$ cat config.mk
export PLATFORM = sky130hd
export DESIGN_NAME = wdt24_watchdog
export DESIGN_NICKNAME = d
export VERILOG_FILES = /design/src/design/wdt24_pkg.sv /design/src/design/wdt24_watchdog.sv /design/src/design/wdt24_reload_store.sv
export SDC_FILE = /design/constraint.sdc
export NUM_CORES = 1
export LEC_CHECK = 0
export ABC_AREA = 1
export BUFFER_PORTS_ARGS = -buffer_cell sky130_fd_sc_hd__buf_2
export CAP_MARGIN = 30
export CORE_ASPECT_RATIO = 1.25
export CORE_UTILIZATION = 30
export DETAILED_ROUTE_END_ITERATION = 7
export GPL_ROUTABILITY_DRIVEN = 0
export SYNTH_ARGS = -nofsm -noshare
export SYNTH_HDL_FRONTEND = slang
export SYNTH_SLANG_ARGS = --single-unit
$ cat constraint.sdc
create_clock -name clk -period 2.34 [get_ports clk]
set_input_delay 0.234 -clock clk [delete_from_list [all_inputs] [get_ports clk]]
set_output_delay 0.234 -clock clk [all_outputs]
set_load 0.03 [all_outputs]
$ cat src/design/wdt24_pkg.sv
// package of constants for the 24-bit watchdog
package wdt24_pkg;
  localparam logic [11:0] WDT24_ADDR_CTL = 12'hff0;
  localparam logic [11:0] WDT24_ADDR_UPPER = 12'hff1;
  localparam logic [11:0] WDT24_ADDR_HIGH = 12'hff2;
  localparam logic [11:0] WDT24_ADDR_LOW = 12'hff3;
  localparam logic [7:0] WDT24_UNLOCK_FIRST = 8'h55;
  localparam logic [7:0] WDT24_UNLOCK_SECOND = 8'haa;
  localparam logic [23:0] WDT24_RELOAD_RESET = 24'hffffff;
  localparam logic [23:0] WDT24_COUNT_MAX = 24'hffffff;
  localparam logic [23:0] WDT24_NO_REFRESH = 24'h000002;
  localparam logic [23:0] WDT24_TERMINAL = 24'h000000;
  localparam int WDT24_CTL_STOP_BIT = 6;
  localparam int WDT24_CTL_TIMEOUT_BIT = 5;
  localparam int WDT24_RC_FREQ_KHZ = 50;
  typedef enum logic [1:0] {
    WDT24_LOCKED = 2'b00,
    WDT24_GOT55 = 2'b01,
    WDT24_WANT_UPPER = 2'b11,
    WDT24_WANT_HIGH = 2'b10
  } wdt24_lock_t;
endpackage : wdt24_pkg

$ cat src/design/wdt24_watchdog.sv
// 24-bit reloadable down-counting watchdog
// Notes on behaviour
// counter steps only on its own 50 kHz rc oscillator tick.
// enabled by refresh instruction or always-on option; never turned off.
// 24-bit down counter; reload is upper, high, low bytes.
// first enable loads reload value, then counts down.
// each refresh instruction reloads the counter from stored value.
// refresh ignored once counter has reached 000002h.
// software never programs reload below 000004h.
// debug mode refreshes the counter continuously.
// time-out at 000000h; response interrupt or short reset by option.
// interrupt response raises interrupt and sets time-out flag.
// after interrupt time-out counter wraps to ffffff, no reload.
// interrupt response in stop mode: recovery, interrupt, both flags.
// reset response in normal mode: short reset and time-out flag.
// reset response in stop mode: recovery instead, both flags.
// software unlocks with 55h then aah to control address.
// unlock writes leave control bits unchanged, only advance lock.
// software writes upper, high, low with nothing between.
// any other write mid-sequence relocks until restarted, except a repeated 55h right after 55h.
// locked after reset; relocks after low byte written.
// control register read clears its upper four indicator bits.
// reload byte reads return live counter bytes.
`timescale 1ns/1ns
`default_nettype none
module wdt24_watchdog
  import wdt24_pkg::*;
(
  // clock and reset
  input wire logic clk,
  input wire logic resetn,
  // rc oscillator tick, one cycle per oscillator period
  input wire logic rcTick,
  // options and modes
  input wire logic always_on_option,
  input wire logic timeout_response_option,
  input wire logic debugMode,
  input wire logic stopMode,
  // cpu side
  input wire logic watchdog_refresh_instruction,
  input wire logic regWrite,
  input wire logic regRead,
  input wire logic [11:0] regAddr,
  input wire logic [7:0] regWrData,
  // externally sourced indicator sets
  input wire logic porSet,
  input wire logic extSet,
  // outputs
  output logic [7:0] regRdData,
  output logic irqReq,
  output logic shortReset,
  output logic stopRecovery,
  output logic enabled
);
  logic [23:0] count_r;
  logic [23:0] reloadValue;
  logic [3:0] flags_r;
  logic pendRefresh_r;
  logic started_r;
  logic highDone_r;
  wdt24_lock_t lock_r;
  wdt24_lock_t lock_nxt;
  logic wrCtl;
  logic rdCtl;
  logic wrUpper;
  logic wrHigh;
  logic wrLow;
  logic timeout;
  logic refreshOk;
  logic refreshTake;

  // register decode; upper and high reload bytes land only in their own lock step
  assign wrCtl = regWrite && regAddr == WDT24_ADDR_CTL;
  assign rdCtl = regRead && regAddr == WDT24_ADDR_CTL;
  assign wrUpper = regWrite && regAddr == WDT24_ADDR_UPPER && lock_r == WDT24_WANT_UPPER;
  assign wrHigh = regWrite && regAddr == WDT24_ADDR_HIGH && lock_r == WDT24_WANT_HIGH;
  // low byte is legal only as the write right after the high byte
  assign wrLow = regWrite && regAddr == WDT24_ADDR_LOW && highDone_r;

  wdt24_reload_store u_store (
    .clk(clk),
    .resetn(resetn),
    .wrUpper(wrUpper),
    .wrHigh(wrHigh),
    .wrLow(wrLow),
    .wrData(regWrData),
    .reloadValue(reloadValue)
  );

  // lock sequence; any write off the expected step relocks, except a repeated 55h after 55h
  always_comb begin
    lock_nxt = lock_r;
    if (regWrite) begin
      lock_nxt = WDT24_LOCKED;
      unique case (lock_r)
        WDT24_LOCKED: begin
          if (wrCtl && regWrData == WDT24_UNLOCK_FIRST) begin
            lock_nxt = WDT24_GOT55;
          end
        end
        WDT24_GOT55: begin
          if (wrCtl && regWrData == WDT24_UNLOCK_SECOND) begin
            lock_nxt = WDT24_WANT_UPPER;
          end else if (wrCtl && regWrData == WDT24_UNLOCK_FIRST) begin
            lock_nxt = WDT24_GOT55;
          end
        end
        WDT24_WANT_UPPER: begin
          if (wrUpper) begin
            lock_nxt = WDT24_WANT_HIGH;
          end
        end
        WDT24_WANT_HIGH: begin
          lock_nxt = WDT24_LOCKED;
        end
      endcase
    end
  end

  // lock state register
  always_ff @(posedge clk or negedge resetn) begin
    if (!resetn) begin
      lock_r <= WDT24_LOCKED;
    end else begin
      lock_r <= lock_nxt;
    end
  end

  // high byte opens the one write slot for the low byte
  always_ff @(posedge clk or negedge resetn) begin
    if (!resetn) begin
      highDone_r <= 1'b0;
    end else if (regWrite) begin
      highDone_r <= wrHigh;
    end
  end

  // enable latch; only reset clears it
  always_ff @(posedge clk or negedge resetn) begin
    if (!resetn) begin
      enabled <= 1'b0;
    end else if (watchdog_refresh_instruction || always_on_option) begin
      enabled <= 1'b1;
    end
  end

  // refresh held until the next oscillator tick, as the count moves only then
  assign refreshOk = count_r > WDT24_NO_REFRESH || !started_r;
  assign refreshTake = watchdog_refresh_instruction && refreshOk;
  always_ff @(posedge clk or negedge resetn) begin
    if (!resetn) begin
      pendRefresh_r <= 1'b0;
    end else if (rcTick) begin
      pendRefresh_r <= refreshTake;
    end else if (refreshTake) begin
      pendRefresh_r <= 1'b1;
    end
  end

  assign timeout = rcTick && started_r && count_r == WDT24_TERMINAL && !debugMode;

  // first tick after enable marks the counter as started
  always_ff @(posedge clk or negedge resetn) begin
    if (!resetn) begin
      started_r <= 1'b0;
    end else if (enabled && rcTick) begin
      started_r <= 1'b1;
    end
  end

  // down counter
  always_ff @(posedge clk or negedge resetn) begin
    if (!resetn) begin
      count_r <= WDT24_RELOAD_RESET;
    end else if (enabled && rcTick) begin
      if (!started_r) begin
        count_r <= reloadValue;
      end else if (debugMode) begin
        count_r <= reloadValue;
      end else if (pendRefresh_r && count_r > WDT24_NO_REFRESH) begin
        count_r <= reloadValue;
      end else if (count_r == WDT24_TERMINAL) begin
        count_r <= WDT24_COUNT_MAX;
      end else begin
        count_r <= count_r - 24'h000001;
      end
    end
  end

  // time-out responses, one-cycle pulses
  always_ff @(posedge clk or negedge resetn) begin
    if (!resetn) begin
      irqReq <= 1'b0;
    end else begin
      irqReq <= timeout && !timeout_response_option;
    end
  end

  always_ff @(posedge clk or negedge resetn) begin
    if (!resetn) begin
      shortReset <= 1'b0;
    end else begin
      shortReset <= timeout && timeout_response_option && !stopMode;
    end
  end

  always_ff @(posedge clk or negedge resetn) begin
    if (!resetn) begin
      stopRecovery <= 1'b0;
    end else begin
      stopRecovery <= timeout && stopMode;
    end
  end

  // indicator bits {por, stop, timeout, ext}; set wins over read clear
  always_ff @(posedge clk or negedge resetn) begin
    if (!resetn) flags_r <= 4'h0;
    else begin
      if (rdCtl) flags_r <= 4'h0;
      if (porSet) flags_r[3] <= 1'b1;
      if (extSet) flags_r[0] <= 1'b1;
      if (timeout) begin
        flags_r[WDT24_CTL_TIMEOUT_BIT - 4] <= 1'b1;
        flags_r[3] <= 1'b0;
        flags_r[WDT24_CTL_STOP_BIT - 4] <= stopMode;
      end
    end
  end

  // registered read data
  always_ff @(posedge clk or negedge resetn) begin
    if (!resetn) regRdData <= 8'h00;
    else if (regRead) begin
      unique case (regAddr)
        WDT24_ADDR_CTL: regRdData <= {flags_r, 4'h0};
        WDT24_ADDR_UPPER: regRdData <= count_r[23:16];
        WDT24_ADDR_HIGH: regRdData <= count_r[15:8];
        WDT24_ADDR_LOW: regRdData <= count_r[7:0];
        default: regRdData <= 8'h00;
      endcase
    end
  end
endmodule : wdt24_watchdog
`default_nettype wire

$ cat src/design/wdt24_reload_store.sv
// reload value storage; three byte registers joined into the reload value
`timescale 1ns/1ns
`default_nettype none
module wdt24_reload_store
  import wdt24_pkg::*;
(
  // clock and reset
  input wire logic clk,
  input wire logic resetn,
  // byte writes
  input wire logic wrUpper,
  input wire logic wrHigh,
  input wire logic wrLow,
  input wire logic [7:0] wrData,
  // stored value
  output logic [23:0] reloadValue
);
  logic [7:0] upper_r;
  logic [7:0] high_r;
  logic [7:0] low_r;

  always_ff @(posedge clk or negedge resetn) begin
    if (!resetn) begin
      upper_r <= WDT24_RELOAD_RESET[23:16];
      high_r <= WDT24_RELOAD_RESET[15:8];
      low_r <= WDT24_RELOAD_RESET[7:0];
    end else begin
      if (wrUpper) upper_r <= wrData;
      if (wrHigh) high_r <= wrData;
      if (wrLow) low_r <= wrData;
    end
  end

  // upper, high, low from msb down
  assign reloadValue = {upper_r, high_r, low_r};
endmodule : wdt24_reload_store
`default_nettype wire

==> metrics <==
CTS tree yes; register area 1790 um^2; Mapped Nets around 620; Worst VDD drop roughly 0.00034 V; clock-pin slew on the worst setup and hold paths 0.06 ns; syn avg cell area approximately 7 um^2; First-pass DRT Iterations 5; CP max stage delay between 0.3 and 0.4 ns; largest net degree at the start of global routing 44; synth warn 0; placed cell areas about 4500 um^2; main combinational cell family by area after synthesis simple AND/OR/NAND/NOR gates; antenna diode count 0; register area share after synthesis 0.434; CP max stage cell dfstp_2; die height between 100 and 150 um; Worst Max-Slew Pin Slew roughly 0.64 ns; global-route usage over all layers 0.168; Post-DRT Antenna Nets 0; Slew HR 0.576; final core utilization 0.365; share of the synthesized area in the top cell type 0.307; share of layout cells above drive strength 1 0.211; Post-Route WL 11000 um; vias in the first global route roughly 3700; clock root cell clkbuf_16; WHS between 0.05 and 0.06 ns; die area around 14000 um^2; Synth Area in Adders 0.00608; DR iter-0 viols around 130; mapped cell area between 4000 and 5000 um^2; crit end category flop; drt drc 0; Final Critical Period around 2.0 ns; Synth Instances between 500 and 600; Worst EP arrival ~2.2 ns; via count 3748; crit path kind reg2reg; xor/xnor share of the synthesized area 0.0170; Final Hold Viols 0; drt wl/cell approximately 14 um; Finish-stage setup viols 0; Ports 44; # port buffers 43; Cell variety after synth 34; global-route wire length before repair around 18000 um; cts repair resizes 0; Synth Area in Compound Gates 0.0806; Async SR Flop Fraction 1.00; cts bufs inserted 9; clk sink count just under 70; Clock Skews around 0.0074 ns; Layout area overhead 18.0%; status completed; Sum Neg Setup Slack 0 ns; mux cell area share after synthesis 0; antenna violations before repair 0; Core Area 13300 um^2; drt via density 4.62; Worst Path Required roughly 2.6 ns; H-tree depth 3; # fillers 1461; Max clock buf depth 2; worst-path cell chain inv_1, ha_1, nand2_1, nor2_4, nand3_2, inv_2, nand3_2, nand2_1, o21ai_0; power density cells between 600 and 700 nW/um^2; die width between 100 and 150 um; number of enable flip-flop cells after synthesis 0; worst path bufs/invs 2; Clock Latency Late Sink about 0.34 ns; Core Rows 47; total power 0.00310 W; ys flop type dfstp_2; Max Clk Rate 497 MHz; simple-gate area share of the yosys netlist 0.370; GRT overflow 0; Synth Register Bits 69; RSZ-0062 raised after global routing false; dpl hpwl 8400 um; top cells by area, synth dfstp_2, nand2_1, dfrtp_1; Critical Path Start Type flop; crit-path leading delay family simple AND/OR/NAND/NOR gates; CP Max Fanout 10; Max-Cap Viols 0; most frequent cell after synthesis nand2_1; pins over their slew limit 0; design area 4850 um^2; worst min path class in2reg; Synth top cells by count nand2_1, inv_1, nor2_1; nets@finish 670; initial core utilization 0.309; Leak Pwr 2.42 nW; leading area contributor after synthesis dfstp_2; fin crit share 0.860; Multi-input gate area between 1500 and 2000 um^2
-- cell usage in the layout, fill, tap and decap left out, drive strengths merged, types with 2 or more instances in the layout --
cell,synthesis,layout
xor2,7,7
inv,82,82
o22ai,6,6
nand4,11,11
clkinvlp,0,2
a21oi,7,7
nand2,206,206
nor4,4,4
clkbuf,4,11
nand3,48,48
dfstp,48,48
nor2,72,72
clkinv,3,5
ha,2,2
nor3,6,6
o21ai,48,48
dfrtp,21,21
buf,5,48
-- power breakdown --
group / total (W) / switching, W / internal, W
Clock: 0.00141 / 0.000529 / 0.000883
Sequential: 0.00131 / 0.0000580 / 0.00125
Combinational: 0.000378 / 0.000257 / 0.000121
Total: 0.00310 / 0.000844 / 0.00226
-- state kept, by name, summed over array words and instances, names as in the netlist, 2 cells and up --
name and count:
flags_r 4, regRdData 8, u_store.upper_r 8, u_store.low_r 8, u_store.high_r 8, count_r 24, lock_r 2
-- worst paths after layout --
path                                                from                             to  slack, ns  cells after the start
worst max-delay path              count_r[0]$_DFFE_PN1P_         flags_r[3]$_DFFE_PN0P_       0.33                      9
worst min-delay path             timeout_response_option               irqReq$_DFF_PN0_       0.06                      2
worst max register to register    count_r[0]$_DFFE_PN1P_         flags_r[3]$_DFFE_PN0P_       0.33                      9
worst min register to register  regRdData[6]$_DFFE_PN0P_       regRdData[6]$_DFFE_PN0P_       0.47                      2
max in group asynchronous                         resetn  u_store.high_r[0]$_DFFE_PN1P_       1.17                      3
min in group asynchronous                         resetn       regRdData[7]$_DFFE_PN0P_       0.45                      2
-- worst reg2reg max path, stage by stage (launching register included) --
cell     delay [ns]
dfstp_2        0.37
inv_1          0.12
ha_1           0.28
nand2_1        0.15
nor2_4         0.22
nand3_2        0.25
inv_2          0.18
nand3_2        0.15
nand2_1        0.11
o21ai_0        0.07
-- logic make-up (layout without fill, tap and decap cells) --
group                      after synthesis  after routing
buffers and inverters                   94            150
xor gates and xnor gates                 8              8
adders and majority gates                2              2
and+or+nand+nor                        350            350
AOI/OAI and AO/OA                       62             62
DFF                                     69             69
-- metal layers --
layer / up-vias / global-route usage / wire length (um)
met5: - / 0 / 0
met4: 0 / 0.0974 / 441
met3: 27 / 0.0374 / 593
met2: 104 / 0.266 / 5030
met1: 1680 / 0.208 / 4930
li1: 1937 / - / -
-- layout make-up --
type | count | share of cell area
Sequential cell | 69 | 0.368
Clock buffer | 11 | 0.0521
Inverter | 85 | 0.0657
Tap cell | 171 | 0.0441
Multi-Input combinational cell | 422 | 0.401
Clock inverter | 5 | 0.0121
Timing Repair Buffer | 49 | 0.0567
-- stage by stage --
stage	cells	setup WS, ns
3_3_place_gp	795	0.422
3_5_place_dp	795	0.338
5_1_grt	812	0.102
6_report	812	0.328
2_1_floorplan	585	0.632
4_1_cts	812	0.337
-- repair_timing --
action,4_1_cts,5_1_grt
endpoints found under the hold margin,11,0
setup buffers,0,0
hold buffers,1,0
endpoints found under the setup margin,0,0
Note: power is estimated with default switching activity, not from simulation.
